`src/verilog/wakeup_timer_defs.svh`:
```
// timing constants and rule summary for the wake-up timer with watchdog
// Operation
// - wake interval selectable 100 ms to 7200 s, fixed by startup measurement.
// - missing acknowledge by that deadline drives reset low as new interval begins.
// - wake pulse each interval start, except first and after missed acknowledge.
// - wake output rests low, high only during a wake pulse.
// - only a low-to-high edge on done counts as acknowledge.
// - first acknowledge per interval acts; later ones ignored until next interval.
// - acknowledge clears only the watchdog counter; interval timer keeps running.
// - acknowledge while wake is high ends the wake pulse at once.
// - reset output low during power-on reset and startup measurement.
// - select pin high two consecutive oscillator ticks asserts reset low.
// - measure interval resistor once after power-on; never repeat.
// - missed acknowledge or manual reset asserts reset and restarts counters.
// - interval spans adjacent wake rises; resistor valid 500 ohm to 170 kohm.
// - reset fall to next reset fall or wake rise equals interval plus reset width; code: next watchdog reset falls width plus two intervals later.
// - manual reset during startup aborts measurement, restarted after release.
// - manual reset accepted only if high 20 ms within 30 ms window.
// - manual reset clears counters; resume after pin low plus reset width; code adds the 20 ms debounce before the reset width.
// - debounce manual reset; reset low for its length plus 20 ms plus width.
// - valid manual reset drives wake low and reset low.
// - after measurement, select pin routed to manual-reset detector.
// - select pin tied high is manual reset; no interval established.
// - startup measurement takes about 100 ms.
`ifndef WAKEUP_TIMER_DEFS_SVH
`define WAKEUP_TIMER_DEFS_SVH

`define CLOCK_PERIOD_NS 40
`define TICK_PERIOD_MS 10
`define TICK_CYCLES ((`TICK_PERIOD_MS * 1000000) / `CLOCK_PERIOD_NS)
`define INTERVAL_MIN_MS 100
`define INTERVAL_MAX_S 7200
`define INTERVAL_MIN_TICKS (`INTERVAL_MIN_MS / `TICK_PERIOD_MS)
`define INTERVAL_MAX_TICKS ((`INTERVAL_MAX_S * 1000) / `TICK_PERIOD_MS)
`define RESET_PULSE_WIDTH_MS 320
`define RESET_PULSE_TICKS (`RESET_PULSE_WIDTH_MS / `TICK_PERIOD_MS)
`define WAKE_PULSE_MS 20
`define WAKE_PULSE_TICKS (`WAKE_PULSE_MS / `TICK_PERIOD_MS)
`define ACK_WINDOW_DELAY_MS 20
`define ACK_WINDOW_TICKS (`ACK_WINDOW_DELAY_MS / `TICK_PERIOD_MS)
`define MANUAL_RESET_MIN_MS 20
`define MANUAL_RESET_MIN_TICKS (`MANUAL_RESET_MIN_MS / `TICK_PERIOD_MS)
`define DEBOUNCE_TIME_MS 20
`define DEBOUNCE_TICKS (`DEBOUNCE_TIME_MS / `TICK_PERIOD_MS)
`define MEASURE_MS 100
`define MEASURE_TICKS (`MEASURE_MS / `TICK_PERIOD_MS)
`define TICK_W 20
`define INTERVAL_W 20

`endif

```
`src/verilog/wakeup_timer_pkg.sv`:
```
// types shared by the wake-up timer with watchdog
package wakeup_timer_pkg;
  typedef enum logic [2:0] {
    ST_POR = 3'b000,
    ST_MEASURE = 3'b001,
    ST_RESET = 3'b011,
    ST_RUN = 3'b010,
    ST_MANUAL = 3'b110
  } timer_state_t;
endpackage

```
`src/verilog/tick_divider.sv`:
```
// divider producing the slow oscillator tick enable
`timescale 1ns/1ps
`include "wakeup_timer_defs.svh"
module tick_divider #(
  parameter int CYCLES = 250000
) (
  // clock and reset
  input wire logic clock_in,
  input wire logic rst_in,
  // tick enable
  output logic tick_out
);
  logic [`TICK_W-1:0] count;

  // ==========================================
  // count clock cycles per tick
  always_ff @(posedge clock_in) begin
    if (rst_in) begin
      count <= '0;
      tick_out <= 1'b0;
    end else if (count == `TICK_W'(CYCLES - 1)) begin
      count <= '0;
      tick_out <= 1'b1;
    end else begin
      count <= count + 1'b1;
      tick_out <= 1'b0;
    end
  end
endmodule // tick_divider

```
`src/verilog/wakeup_timer_watchdog.sv`:
```
// wake-up timer with watchdog: wake pulses, acknowledge supervision, manual reset
`timescale 1ns/1ps
`include "wakeup_timer_defs.svh"
module wakeup_timer_watchdog
  import wakeup_timer_pkg::*;
#(
  parameter int TICK_CYCLES = `TICK_CYCLES,
  parameter int INTERVAL_W = `INTERVAL_W
) (
  // clock and reset
  input wire logic clock_in,
  input wire logic rst_in,
  // acknowledge from the controller
  input wire logic done_in,
  // interval-select pin, digital level
  input wire logic select_high_in,
  // measurement front end
  input wire logic measure_done_in,
  input wire logic measure_valid_in,
  input wire logic [INTERVAL_W-1:0] measure_ticks_in,
  output logic measure_enable_out,
  // outputs to the controller
  output logic wake_out,
  output logic system_reset_out_low
);
  localparam logic [INTERVAL_W-1:0] MIN_IP = INTERVAL_W'(`INTERVAL_MIN_TICKS);
  localparam logic [INTERVAL_W-1:0] MAX_IP = INTERVAL_W'(`INTERVAL_MAX_TICKS);
  localparam logic [INTERVAL_W-1:0] ACK_WIN = INTERVAL_W'(`ACK_WINDOW_TICKS);
  localparam logic [INTERVAL_W-1:0] WAKE_W = INTERVAL_W'(`WAKE_PULSE_TICKS);
  localparam logic [INTERVAL_W-1:0] RST_W = INTERVAL_W'(`RESET_PULSE_TICKS);
  localparam logic [INTERVAL_W-1:0] MEAS_W = INTERVAL_W'(`MEASURE_TICKS);
  localparam logic [INTERVAL_W-1:0] DB_W = INTERVAL_W'(`DEBOUNCE_TICKS);
  localparam logic [1:0] MR_MIN = 2'(`MANUAL_RESET_MIN_TICKS);

  timer_state_t state;
  logic tick;
  logic done_prev;
  logic ack_edge;
  logic acked;
  logic first_interval;
  logic measured;
  logic [INTERVAL_W-1:0] interval_period;
  logic [INTERVAL_W-1:0] phase;
  logic [INTERVAL_W-1:0] hold;
  logic [INTERVAL_W-1:0] wake_left;
  logic [1:0] select_run;
  logic select_sample;
  logic manual_hit;
  logic interval_end;

  // ==========================================
  // slow oscillator
  tick_divider #(
    .CYCLES(TICK_CYCLES)
  ) u_tick (
    .clock_in(clock_in),
    .rst_in(rst_in),
    .tick_out(tick)
  );

  // ==========================================
  // manual reset detection on the select pin
  always_ff @(posedge clock_in) begin
    if (rst_in) begin
      select_sample <= 1'b0;
      select_run <= 2'h0;
    end else if (tick) begin
      select_sample <= select_high_in;
      if (!select_high_in) begin
        select_run <= 2'h0;
      end else if (select_run != 2'h3) begin
        select_run <= select_run + 2'h1;
      end
    end
  end
  // two consecutive high ticks, 20 ms within the 30 ms window
  assign manual_hit = (select_run >= MR_MIN);

  // ==========================================
  // acknowledge edge detection
  always_ff @(posedge clock_in) begin
    if (rst_in) begin
      done_prev <= 1'b0;
    end else begin
      done_prev <= done_in;
    end
  end
  assign ack_edge = done_in && !done_prev;

  // interval ends on the tick where phase reaches the programmed period minus one
  assign interval_end = tick && (state == ST_RUN) && (phase >= interval_period - 1'b1);

  // ==========================================
  // main sequencer
  always_ff @(posedge clock_in) begin
    if (rst_in) begin
      state <= ST_POR;
      hold <= '0;
      measured <= 1'b0;
      interval_period <= MIN_IP;
    end else begin
      unique case (state)
        ST_POR: begin
          hold <= '0;
          state <= ST_MEASURE;
        end
        ST_MEASURE: begin
          if (manual_hit) begin
            state <= ST_MANUAL;
            hold <= '0;
          end else if (measure_done_in && tick && hold >= MEAS_W - 1'b1) begin
            measured <= 1'b1;
            if (measure_ticks_in < MIN_IP || !measure_valid_in) begin
              interval_period <= MIN_IP;
            end else if (measure_ticks_in > MAX_IP) begin
              interval_period <= MAX_IP;
            end else begin
              interval_period <= measure_ticks_in;
            end
            state <= ST_RESET;
            hold <= '0;
          end else if (tick && hold < MEAS_W - 1'b1) begin
            hold <= hold + 1'b1;
          end
        end
        ST_RESET: begin
          if (manual_hit) begin
            state <= ST_MANUAL;
            hold <= '0;
          end else if (tick) begin
            if (hold >= RST_W - 1'b1) begin
              state <= ST_RUN;
              hold <= '0;
            end else begin
              hold <= hold + 1'b1;
            end
          end
        end
        ST_RUN: begin
          if (manual_hit) begin
            state <= ST_MANUAL;
            hold <= '0;
          end else if (interval_end && !acked && !first_interval) begin
            state <= ST_RESET;
            hold <= '0;
          end
        end
        ST_MANUAL: begin
          // held while the pin stays high, then debounce time
          if (tick) begin
            if (select_sample) begin
              hold <= '0;
            end else if (hold >= DB_W - 1'b1) begin
              hold <= '0;
              state <= measured ? ST_RESET : ST_MEASURE;
            end else begin
              hold <= hold + 1'b1;
            end
          end
        end
        default: begin
          state <= ST_POR;
          hold <= '0;
        end
      endcase
    end
  end

  // ==========================================
  // interval timer, untouched by acknowledges
  always_ff @(posedge clock_in) begin
    if (rst_in || state != ST_RUN) begin
      phase <= '0;
    end else if (interval_end) begin
      phase <= '0;
    end else if (tick) begin
      phase <= phase + 1'b1;
    end
  end

  // first interval after reset ends in a wake without needing an acknowledge, and gets no watchdog check
  always_ff @(posedge clock_in) begin
    if (rst_in || state != ST_RUN) begin
      first_interval <= 1'b1;
    end else if (interval_end) begin
      first_interval <= 1'b0;
    end
  end

  // ==========================================
  // watchdog acknowledge latch
  always_ff @(posedge clock_in) begin
    if (rst_in || state != ST_RUN) begin
      acked <= 1'b0;
    end else if (interval_end) begin
      acked <= 1'b0;
    end else if (ack_edge && !acked && (phase + ACK_WIN < interval_period)) begin
      acked <= 1'b1;
    end
  end

  // ==========================================
  // wake pulse generation
  always_ff @(posedge clock_in) begin
    // manual_hit drops wake together with the reset output, not a clock later
    if (rst_in || state != ST_RUN || manual_hit) begin
      wake_out <= 1'b0;
      wake_left <= '0;
    end else if (interval_end && (acked || first_interval)) begin
      wake_out <= 1'b1;
      wake_left <= WAKE_W;
    end else if (ack_edge && !acked) begin
      wake_out <= 1'b0;
      wake_left <= '0;
    end else if (tick && wake_left != '0) begin
      wake_left <= wake_left - 1'b1;
      if (wake_left == INTERVAL_W'(1)) begin
        wake_out <= 1'b0;
      end
    end
  end

  // ==========================================
  // reset output and measurement path enable
  always_ff @(posedge clock_in) begin
    if (rst_in) begin
      system_reset_out_low <= 1'b0;
      measure_enable_out <= 1'b0;
    end else begin
      system_reset_out_low <= (state == ST_RUN) && !manual_hit;
      measure_enable_out <= (state == ST_MEASURE) && !manual_hit;
    end
  end
endmodule // wakeup_timer_watchdog
```
`config.mk`:
```
export PLATFORM = sky130hd
export DESIGN_NAME = wakeup_timer_watchdog
export DESIGN_NICKNAME = d
export VERILOG_FILES = /design/src/verilog/wakeup_timer_pkg.sv /design/src/verilog/tick_divider.sv /design/src/verilog/wakeup_timer_watchdog.sv
export VERILOG_INCLUDE_DIRS = /design/src /design/src/verilog
export SDC_FILE = /design/constraint.sdc
export NUM_CORES = 1
export LEC_CHECK = 0
export BUFFER_PORTS_ARGS = -buffer_cell sky130_fd_sc_hd__clkbuf_2
export CAP_MARGIN = 20
export CORE_MARGIN = 1
export CORE_UTILIZATION = 55
export CTS_BUF_LIST = sky130_fd_sc_hd__clkbuf_16
export DETAILED_ROUTE_END_ITERATION = 12
export GPL_ROUTABILITY_DRIVEN = 0
export HOLD_SLACK_MARGIN = 0.08
export PLACE_DENSITY_LB_ADDON = 0.2
export SLEW_MARGIN = 30
export SYNTH_ARGS = -nofsm -noshare
export SYNTH_HDL_FRONTEND = slang
export SYNTH_SLANG_ARGS = --single-unit
```
`constraint.sdc`:
```
create_clock -name clock_in -period 9.4 [get_ports clock_in]
set_clock_uncertainty 0.1 [all_clocks]
set_input_delay 1.88 -clock clock_in [delete_from_list [all_inputs] [get_ports clock_in]]
set_output_delay 1.88 -clock clock_in [all_outputs]
set_load 0.05 [all_outputs]
```
# Word-level counts from Yosys, hierarchy flattened
# Cells that the tools add are included.
dict set report classes {
  magnitude_cmp 9
  bitwise_logic 1
  n_mux 36
  n_eq_ne 17
  add_sub_neg 7
  reduce_logical 35
}
# operator n
set ops {}
lappend ops {{$mux W20} 13}
lappend ops {{$pmux W20 S4} 1}
lappend ops {{$add A20 B1 Y20 const B} 3}
lappend ops {{$lt A20 B4 Y1 const B} 2}
lappend ops {{$sub A20 B1 Y20 const B} 2}
lappend ops {{$mux W3} 10}
lappend ops {{$add A20 B2 Y20 const B} 1}
lappend ops {{$eq A20 B1 Y1 const B} 1}
lappend ops {{$eq A20 B18 Y1 const B} 1}
lappend ops {{$ge A20 B1 Y1 const B} 1}
lappend ops {{$ge A20 B20 Y1} 1}
lappend ops {{$ge A20 B4 Y1 const B} 1}
lappend ops {{$ge A20 B5 Y1 const B} 1}
lappend ops {{$gt A20 B20 Y1 const B} 1}
lappend ops {{$lt A20 B20 Y1} 1}
lappend ops {{$reduce_bool A20 Y1} 1}
lappend ops {{$pmux W3 S5} 1}
lappend ops {{$logic_and A1 B1 Y1} 14}
lappend ops {{$mux W2} 6}
lappend ops {{$ne A3 B3 Y1 const B} 3}
lappend ops {{$reduce_and A7 Y1} 1}
lappend ops {{$eq A3 B2 Y1 const B} 2}
lappend ops {{$ne A2 B2 Y1 const B} 3}
lappend ops {{$ne A3 B2 Y1 const B} 2}
lappend ops {{other kinds (17)} 32}
dict set report totals {
  word_cells 122
  register_bits 114
}

# Depth between registers and ports, before layout
# Gate-level depths: netlist (run 1).
dict set report depth {
  depth_word 8
  depth_mapped 16
  mapped_depth_nobuf 15
}

# Modules after synthesis
# Synthesis (run 1) repeated with hierarchy kept, for this count alone.
dict set report unflattened {
  cells_unflattened 802
  area_unflattened_um2 6536.3
}
# mod instances area_each_um2 cells_each
set by_module_without_submodules {}
lappend by_module_without_submodules {wakeup_timer_watchdog 1 5614.1 697}
lappend by_module_without_submodules {tick_divider 1 922.1 105}

# Worst setup path after synthesis (run 1)
# Ideal clock, no wire load.
dict set report synth_path {
  path_kind {flip-flop to flip-flop}
  start {register interval_period[0]}
  end {register wake_left[10]}
  arrival_time_ns 3.306
  stages_incl_launch_ff 15
  slack_ns 5.866
  n_path_buf 1
  synth_period_minus_slack_ns 3.534
  cell_sequence {dfxtp_1 -> nor3_1 -> nand3_1 -> nor3_1 -> nand2_1 -> nor3_1 -> xnor2_1 -> ha_1 -> and4_1 -> nand4_1 -> o311ai_1 -> nand2_1 -> o21ai_2 -> clkbuf_1 -> nor2_1}
}
dict set report synth_between {
  elab_chain_len 5
}
# element line
set synth_lines {}
lappend synth_lines {{start: declaration} wakeup_timer_watchdog.sv:42} ;# logic [INTERVAL_W-1:0] interval_period;
lappend synth_lines {{start signal: assignment} wakeup_timer_watchdog.sv:118} ;# interval_period <= measure_ticks_in;
lappend synth_lines {{$sub A20 B1 Y20} wakeup_timer_watchdog.sv:91} ;# assign interval_end = tick && (state == ST_RUN) && (phase >= interval_period - 1'b1);
lappend synth_lines {{$ge A20 B20 Y1} wakeup_timer_watchdog.sv:91}
lappend synth_lines {{$logic_and A1 B1 Y1} wakeup_timer_watchdog.sv:91}
lappend synth_lines {{$logic_and A1 B1 Y1} wakeup_timer_watchdog.sv:209} ;# end else if (interval_end && (acked || first_interval)) begin
lappend synth_lines {{$reduce_or A3 Y1 (no line)} n/a}
lappend synth_lines {{end signal: assignment} wakeup_timer_watchdog.sv:216} ;# wake_left <= wake_left - 1'b1;
lappend synth_lines {{end: declaration} wakeup_timer_watchdog.sv:45} ;# logic [INTERVAL_W-1:0] wake_left;
# No other way between the ends.
# A chain may end at the register's enable or synchronous reset.

# Final worst setup path (run 1)
dict set report layout_path {
  start {register interval_period[0]}
  end {register wake_left[0]}
}
# Same word-level chain as after synthesis.

==> results of run 1 <==
## logic make-up after synthesis
family | Yosys count | share of synthesized area (%)
compound gates | 124 | 12.7
buf+inv | 72 | 4.24
fa+ha+maj | 51 | 9.66
simple gates | 356 | 27.0
mux | 2 | 0.303
xor+xnor | 87 | 11.5
flops | 114 | 34.5
## per-layer routing
metal	GRT usage [%]	vias to the layer above
met5	0	-
met4	10.9	0
met3	5.01	20
met2	42.3	136
met1	34.0	2686
li1	-	2895
## sequential cells by signal, summed over array words and instances, names as in the netlist
signal and cells:
u_tick.count 20, wake_out 1, acked 1, u_tick.tick_out 1, done_prev 1, first_interval 1
system_reset_out_low 1, measured 1, select_sample 1, wake_left 20, interval_period 20, measure_enable_out 1
phase 20, state 3, hold 20, select_run 2
## where the power goes
group | internal [mW] | switching, mW
combinational | 0.0484 | 0.105
sequential | 0.493 | 0.0143
clock | 0.408 | 0.220
total | 0.950 | 0.339
## worst min-delay path by stage
stage,cells past startpoint,from,to,slack (ns)
after CTS,2,measured,measured,0.35
after floorplan,2,first_interval,first_interval,0.32
after global placement,2,first_interval,first_interval,0.33
final,2,measured,measured,0.35
after global routing,2,first_interval,first_interval,0.37
after detailed placement,2,measured,measured,0.34
## placed cells by master, fill, tap and decap left out, types with 3 or more instances in the layout
cell,Yosys,routed
sky130_fd_sc_hd__nor2_1,120,120
sky130_fd_sc_hd__dfxtp_1,114,114
sky130_fd_sc_hd__xnor2_1,60,60
sky130_fd_sc_hd__nand2_1,57,57
sky130_fd_sc_hd__ha_1,51,51
sky130_fd_sc_hd__inv_1,46,49
sky130_fd_sc_hd__nand3_1,40,40
sky130_fd_sc_hd__a21oi_1,38,38
sky130_fd_sc_hd__nor3_1,31,31
sky130_fd_sc_hd__clkbuf_2,0,28
sky130_fd_sc_hd__nand4_1,27,27
sky130_fd_sc_hd__xor2_1,27,27
sky130_fd_sc_hd__o21ai_0,19,19
sky130_fd_sc_hd__clkbuf_16,0,17
sky130_fd_sc_hd__nor4_1,14,14
sky130_fd_sc_hd__and3_1,12,12
sky130_fd_sc_hd__nand2b_1,11,11
sky130_fd_sc_hd__o211ai_1,10,10
sky130_fd_sc_hd__a22oi_1,9,9
sky130_fd_sc_hd__or3_1,7,7
sky130_fd_sc_hd__or4_1,7,7
sky130_fd_sc_hd__a21o_1,7,7
sky130_fd_sc_hd__and4_1,5,5
sky130_fd_sc_hd__nor2b_1,5,5
sky130_fd_sc_hd__a31oi_1,5,5
sky130_fd_sc_hd__nor3_2,5,5
sky130_fd_sc_hd__a211oi_1,4,4
sky130_fd_sc_hd__a41oi_1,4,4
sky130_fd_sc_hd__o32ai_1,4,4
sky130_fd_sc_hd__and2_1,3,3
sky130_fd_sc_hd__o31ai_1,4,3
sky130_fd_sc_hd__bufinv_16,0,3
sky130_fd_sc_hd__clkinv_2,0,3
sky130_fd_sc_hd__clkinv_1,0,3
## stage by stage
step / std cells / worst slack [ns] / power, mW / util (%) / instance area, µm²
floorplan: 806 / 5.87 / 0.638 / - / 6610
global placement: 952 / 5.53 / 0.666 / 59.1 / 6830
detailed placement: 952 / 5.31 / 0.670 / 59.1 / 6830
CTS: 984 / 5.29 / 1.30 / 64.1 / 7410
global route: 984 / 4.81 / 1.34 / 64.1 / 7410
finish: 984 / 5.27 / 1.29 / 64.1 / 7410
## final cells by class
type / instances / area share [%]
tap: 143 / 2.42
multi-input combinational: 620 / 54.7
clock inverter: 15 / 2.04
sequential: 114 / 30.8
timing repair buffer: 29 / 1.99
clock buffer: 17 / 5.74
inverter: 46 / 2.33
## tightest hold or removal path, delay by kind of cell (launching register included)
kind	cells	cell delay, ns
flops	1	0.29
buf+inv	1	0.05
compound gates	1	0.05
==> metrics.txt, run 1 <==
# TYPE chip_impl_metric gauge
chip_impl_info{name="status",value="finished clean"} 1
chip_impl_metric{name="ctsHoldBuffers",unit=""} 0
chip_impl_info{name="tritoncts",value="yes"} 1
chip_impl_metric{name="fill_cell_total_of_the_finished_layout",unit=""} 974
chip_impl_metric{name="multi_input_comb_area",unit="µm²"} 4050
chip_impl_metric{name="grt_pass1_wl",unit="µm"} 26000
chip_impl_metric{name="final-seq-area",unit="µm²"} 2280
chip_impl_info{name="yosysMostFrequentCell",value="sky130_fd_sc_hd__nor2_1"} 1
chip_impl_metric{name="worst-path-max-fanout",unit=""} 19
chip_impl_info{name="synth.area.top_cells",value="sky130_fd_sc_hd__dfxtp_1 35%, sky130_fd_sc_hd__ha_1 9.7%, sky130_fd_sc_hd__xnor2_1 8.0%, sky130_fd_sc_hd__nor2_1 6.8%, sky130_fd_sc_hd__xor2_1 3.6%"} 1
chip_impl_metric{name="dpl.hpwl",unit="µm"} 11200
chip_impl_metric{name="route.vias.total",unit=""} 5737
chip_impl_metric{name="detail_route.iter0.violations",unit=""} 248
chip_impl_metric{name="cts_inserted_buffers",unit=""} 17
chip_impl_metric{name="slew_violations",unit=""} 0
chip_impl_metric{name="maximum_achievable_frequency",unit="GHz"} 0.242
chip_impl_metric{name="min_period_over_period",unit="%"} 43.9
chip_impl_info{name="synth_top_flop_cell",value="sky130_fd_sc_hd__dfxtp_1"} 1
chip_impl_info{name="worstPathCellList",value="nor3_1 -> nand3_1 -> nor3_1 -> nand2_1 -> nor3_1 -> xnor2_1 -> ha_1 -> and4_1 -> nand4_1 -> o311ai_1 -> nand2_1 -> o21ai_2 -> nor2_1"} 1
chip_impl_metric{name="synth_edf_count",unit=""} 0
chip_impl_metric{name="post_route_cells_drive_above_1_share",unit="%"} 8.56
chip_impl_metric{name="grt-ovfl-total",unit=""} 0
chip_impl_metric{name="asyncSetResetFlopFracSynth",unit="%"} 0
chip_impl_metric{name="r2r_cells",unit=""} 13
chip_impl_info{name="r2r_end",value="wake_left[0]"} 1
chip_impl_metric{name="synth-seq-cells",unit=""} 114
chip_impl_info{name="cp_common_cell",value="sky130_fd_sc_hd__nor3_1"} 1
chip_impl_metric{name="drt_pre_antenna_iters",unit=""} 8
chip_impl_metric{name="drcViolationCount",unit=""} 0
chip_impl_metric{name="final.setup.tns",unit="ns"} 0
chip_impl_metric{name="ys_types",unit=""} 60
chip_impl_metric{name="number_of_i_o_pins",unit=""} 29
chip_impl_metric{name="initial_core_util",unit="%"} 57.1
chip_impl_metric{name="max-vdd-ir-drop",unit="mV"} 0.166
chip_impl_metric{name="pin_count_of_the_biggest_net_entering_global_routing",unit=""} 44
chip_impl_metric{name="timing.final.crit_period",unit="ns"} 4.13
chip_impl_info{name="cp_top_family",value="simple AND/OR/NAND/NOR gates"} 1
chip_impl_metric{name="detail_route.wl_per_cell",unit="µm"} 15.5
chip_impl_metric{name="cp.arrival",unit="ns"} 4.29
chip_impl_metric{name="track_usage",unit="%"} 26.1
chip_impl_metric{name="worstSkewPairLatency",unit="ns"} 0.42
chip_impl_metric{name="die_h",unit="µm"} 112
chip_impl_metric{name="crit_path_max_incr_delay",unit="ns"} 0.65
chip_impl_metric{name="final_antenna_net_count",unit=""} 0
chip_impl_metric{name="cts-root-to-sink-buffers",unit=""} 2
chip_impl_metric{name="number_of_h_tree_levels",unit=""} 4
chip_impl_metric{name="number_of_global_route_vias_before_repair",unit=""} 5526
chip_impl_metric{name="post_route_worst_hold_slack",unit="ns"} 0.346
chip_impl_info{name="post-synth-top-area-cell",value="sky130_fd_sc_hd__dfxtp_1"} 1
chip_impl_metric{name="area_growth",unit="%"} 12.1
chip_impl_metric{name="insertedDiodeCount",unit=""} 0
chip_impl_metric{name="post_drt_via_cell_ratio",unit=""} 5.83
chip_impl_info{name="netlist_top_cells_count",value="120 x sky130_fd_sc_hd__nor2_1, 114 x sky130_fd_sc_hd__dfxtp_1, 60 x sky130_fd_sc_hd__xnor2_1, 57 x sky130_fd_sc_hd__nand2_1, 51 x sky130_fd_sc_hd__ha_1"} 1
chip_impl_metric{name="met3_length",unit="µm"} 660
chip_impl_info{name="grt_setup_unrepaired",value="no"} 1
chip_impl_metric{name="wl_met2",unit="µm"} 7060
chip_impl_metric{name="hold_viol_final",unit=""} 0
chip_impl_info{name="critPathCapture",value="wake_left[0]"} 1
chip_impl_metric{name="register_to_register_setup_slack",unit="ns"} 5.27
chip_impl_info{name="worst_setup_path_end_kind",value="flip-flop"} 1
chip_impl_metric{name="cts_post_setup_buffers_inserted",unit=""} 0
chip_impl_metric{name="power.density_cell_area",unit="nW/µm²"} 174
chip_impl_info{name="worst_r2r_startpoint",value="interval_period[0]"} 1
chip_impl_info{name="critical-path-slowest-cell",value="sky130_fd_sc_hd__o21ai_2"} 1
chip_impl_metric{name="cap_violations",unit=""} 0
chip_impl_metric{name="worst-slew-pin-transition",unit="ns"} 0.951
chip_impl_metric{name="synth_largest_type_area_fraction",unit="%"} 34.5
chip_impl_metric{name="cts.reportedPaths.clkPinSlew",unit="ns"} 0.05
chip_impl_metric{name="routedLengthMet1",unit="µm"} 7210
chip_impl_metric{name="synth_seq_area_share",unit="%"} 34.5
chip_impl_info{name="worst_hold_path_type",value="reg -> reg"} 1
chip_impl_metric{name="post_cts_sizing_count",unit=""} 0
chip_impl_metric{name="critical_path.n_buffers_inverters",unit=""} 0
chip_impl_metric{name="placeableCoreArea",unit="µm²"} 11600
chip_impl_metric{name="number_of_antenna_violations_at_the_first_check_in_global_routing",unit=""} 0
chip_impl_info{name="startpoint",value="interval_period[0]"} 1
chip_impl_metric{name="final_report_setup_violation_count",unit=""} 0
chip_impl_metric{name="synth.net_count",unit=""} 883
chip_impl_info{name="cts_root_buf",value="sky130_fd_sc_hd__clkbuf_16"} 1
chip_impl_metric{name="synth_cells",unit=""} 806
chip_impl_metric{name="core_rows",unit=""} 39
chip_impl_metric{name="relSlewSlack",unit="%"} 36.6
chip_impl_metric{name="die-area",unit="µm²"} 12500
chip_impl_metric{name="synth_area_per_cell",unit="µm²"} 8.20
chip_impl_info{name="worst_setup_path_start_kind",value="flip-flop"} 1
chip_impl_metric{name="synth_area",unit="µm²"} 6610
chip_impl_metric{name="finish.net_count",unit=""} 905
chip_impl_metric{name="worst_ep_required_time",unit="ns"} 9.57
chip_impl_metric{name="floorplan.die.width",unit="µm"} 112
chip_impl_metric{name="leakagePower",unit="nW"} 2.80
chip_impl_metric{name="route.final.wire_length",unit="µm"} 15200
chip_impl_metric{name="cp_num_cells",unit=""} 13
chip_impl_info{name="top_signal_layer_used",value="met4"} 1
chip_impl_metric{name="io_buffers",unit=""} 28
chip_impl_metric{name="yosys_warnings",unit=""} 0
chip_impl_info{name="type_of_the_worst_setup_path",value="reg -> reg"} 1
chip_impl_metric{name="cts_num_sinks",unit=""} 114
Power figures use the tool's default switching activity.
==> run 2: changes to the inputs <==
- clock period: 9.4 -> 3.5 ns (I/O delays scaled with it)
==> run 2 against run 1 <==
  * Critical path depth increased by 3
  * Combinational power increased to 3.2 times the previous value
  * Via count increased by 3.4%
  * Sequential cell count unchanged
  * Setup slack got worse by 5.1 ns
  * Die area unchanged
==> metrics.txt, run 2 (synthesis gave the netlist of run 1 again) <==
# TYPE chip_impl_metric gauge
chip_impl_info{name="status",value="finished clean"} 1
chip_impl_metric{name="finish.instance_area",unit="µm²"} 7670
chip_impl_metric{name="cap_violations",unit=""} 0
chip_impl_metric{name="dp_slack",unit="ns"} -0.00288
chip_impl_metric{name="area_growth",unit="%"} 16.1
chip_impl_metric{name="slew_violations",unit=""} 0
chip_impl_metric{name="cts-root-to-sink-buffers",unit=""} 2
chip_impl_metric{name="final_antenna_net_count",unit=""} 0
chip_impl_metric{name="drt_pre_antenna_iters",unit=""} 5
chip_impl_metric{name="post_route_worst_hold_slack",unit="ns"} 0.349
chip_impl_metric{name="fill_cell_total_of_the_finished_layout",unit=""} 945
chip_impl_metric{name="worst-path-max-fanout",unit=""} 14
chip_impl_metric{name="drcViolationCount",unit=""} 0
chip_impl_metric{name="final_report_setup_violation_count",unit=""} 0
chip_impl_metric{name="floorplan.die.width",unit="µm"} 112
chip_impl_metric{name="number_of_antenna_violations_at_the_first_check_in_global_routing",unit=""} 0
chip_impl_metric{name="route.vias.total",unit=""} 5931
chip_impl_info{name="tritoncts",value="yes"} 1
chip_impl_metric{name="worstSkewPairLatency",unit="ns"} 0.42
chip_impl_metric{name="maximum_achievable_frequency",unit="GHz"} 0.299
chip_impl_metric{name="sw_frac_of_total",unit="%"} 26.4
chip_impl_metric{name="pwr-share-comb",unit="%"} 14.5
chip_impl_metric{name="dpl.hpwl",unit="µm"} 11600
chip_impl_info{name="worst_setup_path_end_kind",value="flip-flop"} 1
chip_impl_metric{name="worst-slew-pin-transition",unit="ns"} 0.584
chip_impl_metric{name="switching_power",unit="µW"} 906
chip_impl_metric{name="post_route_cells_drive_above_1_share",unit="%"} 13.5
chip_impl_metric{name="initial_core_util",unit="%"} 57.1
chip_impl_metric{name="core_rows",unit=""} 39
chip_impl_metric{name="route.final.wire_length",unit="µm"} 15800
chip_impl_metric{name="track_usage",unit="%"} 26.9
chip_impl_metric{name="number_of_global_route_vias_before_repair",unit=""} 5715
chip_impl_metric{name="relSlewSlack",unit="%"} 61.0
chip_impl_metric{name="die_h",unit="µm"} 112
chip_impl_info{name="worst_setup_path_start_kind",value="flip-flop"} 1
chip_impl_metric{name="p_int",unit="mW"} 2.52
chip_impl_metric{name="detail_route.wl_per_cell",unit="µm"} 15.8
chip_impl_info{name="worst_hold_path_type",value="reg -> reg"} 1
chip_impl_metric{name="r2r_cells",unit=""} 16
chip_impl_metric{name="grt-ovfl-total",unit=""} 0
chip_impl_metric{name="final-instance-count-excl-fill",unit=""} 1003
chip_impl_info{name="startpoint",value="interval_period[8]"} 1
chip_impl_metric{name="number_of_placed_instances_taps_included",unit=""} 973
chip_impl_info{name="type_of_the_worst_setup_path",value="reg -> reg"} 1
chip_impl_metric{name="cts.reportedPaths.clkPinSlew",unit="ns"} 0.05
chip_impl_metric{name="post_drt_via_cell_ratio",unit=""} 5.91
chip_impl_metric{name="cts_inserted_buffers",unit=""} 17
chip_impl_metric{name="hold_viol_final",unit=""} 0
chip_impl_metric{name="post_place_cell_area",unit="µm²"} 7020
chip_impl_metric{name="cts_num_sinks",unit=""} 114
chip_impl_metric{name="timing.final.crit_period",unit="ns"} 3.34
chip_impl_info{name="r2r_end",value="hold[4]"} 1
chip_impl_metric{name="final_worst_setup_slack",unit="ns"} 0.157
chip_impl_metric{name="power.density_cell_area",unit="nW/µm²"} 446
chip_impl_metric{name="register_to_register_setup_slack",unit="ns"} 0.16
chip_impl_metric{name="placeableCoreArea",unit="µm²"} 11600
chip_impl_metric{name="worst_ep_required_time",unit="ns"} 3.72
chip_impl_metric{name="pin_count_of_the_biggest_net_entering_global_routing",unit=""} 24
chip_impl_metric{name="leakagePower",unit="nW"} 2.93
chip_impl_metric{name="detail_route.iter0.violations",unit=""} 372
chip_impl_metric{name="insertedDiodeCount",unit=""} 0
chip_impl_metric{name="finish.net_count",unit=""} 927
chip_impl_metric{name="max-vdd-ir-drop",unit="mV"} 0.425
chip_impl_info{name="leading_cell_type_in_the_layout_fill_and_taps_excluded",value="sky130_fd_sc_hd__nor2_1"} 1
chip_impl_metric{name="final-seq-area",unit="µm²"} 2280
chip_impl_info{name="critPathCapture",value="hold[4]"} 1
chip_impl_metric{name="grt_pass1_wl",unit="µm"} 26800
chip_impl_info{name="cts_root_buf",value="sky130_fd_sc_hd__clkbuf_16"} 1
chip_impl_metric{name="power.share.clock",unit="%"} 45.7
chip_impl_metric{name="min_period_over_period",unit="%"} 95.5
chip_impl_metric{name="die-area",unit="µm²"} 12500
chip_impl_info{name="top_library_cells_by_usage_in_the_layout_fill_and_taps_aside",value="118 x sky130_fd_sc_hd__nor2_1, 112 x sky130_fd_sc_hd__dfxtp_1, 59 x sky130_fd_sc_hd__xnor2_1"} 1
chip_impl_metric{name="io_buffers",unit=""} 28
chip_impl_metric{name="number_of_h_tree_levels",unit=""} 4
chip_impl_metric{name="number_of_i_o_pins",unit=""} 29
chip_impl_metric{name="final.setup.tns",unit="ns"} 0
chip_impl_info{name="worst_r2r_startpoint",value="interval_period[8]"} 1
chip_impl_metric{name="cp.arrival",unit="ns"} 3.56
chip_impl_metric{name="seqPwrFrac",unit="%"} 39.8
chip_impl_metric{name="multi_input_comb_area",unit="µm²"} 4170
==> run 2: cell count changes in the layout (fill, tap and decap cells not counted), sizes merged <==
cell / before / now
bufinv: 3 / 2
buf: 1 / 23
clkinvlp: 2 / 0
inv: 49 / 48
clkinv: 7 / 8
==> run 2: layout make-up <==
class                           count  area share, %
Clock buffer                       17           5.55
Timing Repair Buffer               51           4.40
Tap cell                          143           2.33
Multi-Input combinational cell    620           54.3
Inverter                           46           2.25
Clock inverter                     12           1.34
Sequential cell                   114           29.8
==> run 2: worst min path at each step <==
stage | startpoint | slack [ns] | endpoint | cells after the start
floorplan | first_interval | 0.32 | first_interval | 2
detailed placement | first_interval | 0.34 | first_interval | 2
finish | first_interval | 0.35 | first_interval | 2
CTS | first_interval | 0.35 | first_interval | 2
global route | interval_period[13] | 0.39 | interval_period[13] | 2
global placement | first_interval | 0.33 | first_interval | 2
==> run 2: worst max-delay path, cell delays in order (launching register included) <==
cell and delay [ns]:
sky130_fd_sc_hd__dfxtp_1 0.33, sky130_fd_sc_hd__inv_1 0.10, sky130_fd_sc_hd__nand4_1 0.13, sky130_fd_sc_hd__nand2b_4 0.18, sky130_fd_sc_hd__nor3_4 0.18, sky130_fd_sc_hd__buf_4 0.15, sky130_fd_sc_hd__nand4_1 0.11, sky130_fd_sc_hd__xnor2_1 0.16
sky130_fd_sc_hd__ha_1 0.29, sky130_fd_sc_hd__and2_0 0.16, sky130_fd_sc_hd__a221o_1 0.31, sky130_fd_sc_hd__a21oi_2 0.22, sky130_fd_sc_hd__o31ai_1 0.15, sky130_fd_sc_hd__a21oi_2 0.21, sky130_fd_sc_hd__buf_12 0.16, sky130_fd_sc_hd__a21oi_1 0.05
sky130_fd_sc_hd__o32ai_1 0.24
==> run 2: power by group through the flow <==
| stage | clock network [mW] | logic [mW] | registers [mW] |
|---|---|---|---|
| CTS | 1.60 | 0.470 | 1.36 |
| global route | 1.66 | 0.534 | 1.37 |
| global placement | 0 | 0.455 | 1.39 |
| floorplan | 0 | 0.325 | 1.39 |
| detailed placement | 0 | 0.467 | 1.39 |
| finish | 1.57 | 0.496 | 1.36 |
==> run 2: timing repair <==
action / 4_1_cts / 5_1_grt
hold buffers: 0 / 0
setup endpoints to repair: 1 / 63
pin swaps: 0 / 5
gates resized for setup: 2 / 25
setup buffers: 0 / 1
==> run 2: per-layer routing <==
metal  share of wire (%)  GRT usage, %  vias up
met4                 1.4          11.4        0
met2                  47          42.9      165
li1                    -             -     2938
met3                 5.4          6.15       20
met5                   0             0        -
met1                  47          35.1     2808
==> run 2: per-stage QoR <==
step | util [%] | power [mW]
after global placement | 60.7 | 1.84
after floorplan | - | 1.71
after global routing | 66.3 | 3.56
after CTS | 65.4 | 3.43
final | 66.3 | 3.42
after detailed placement | 60.7 | 1.85
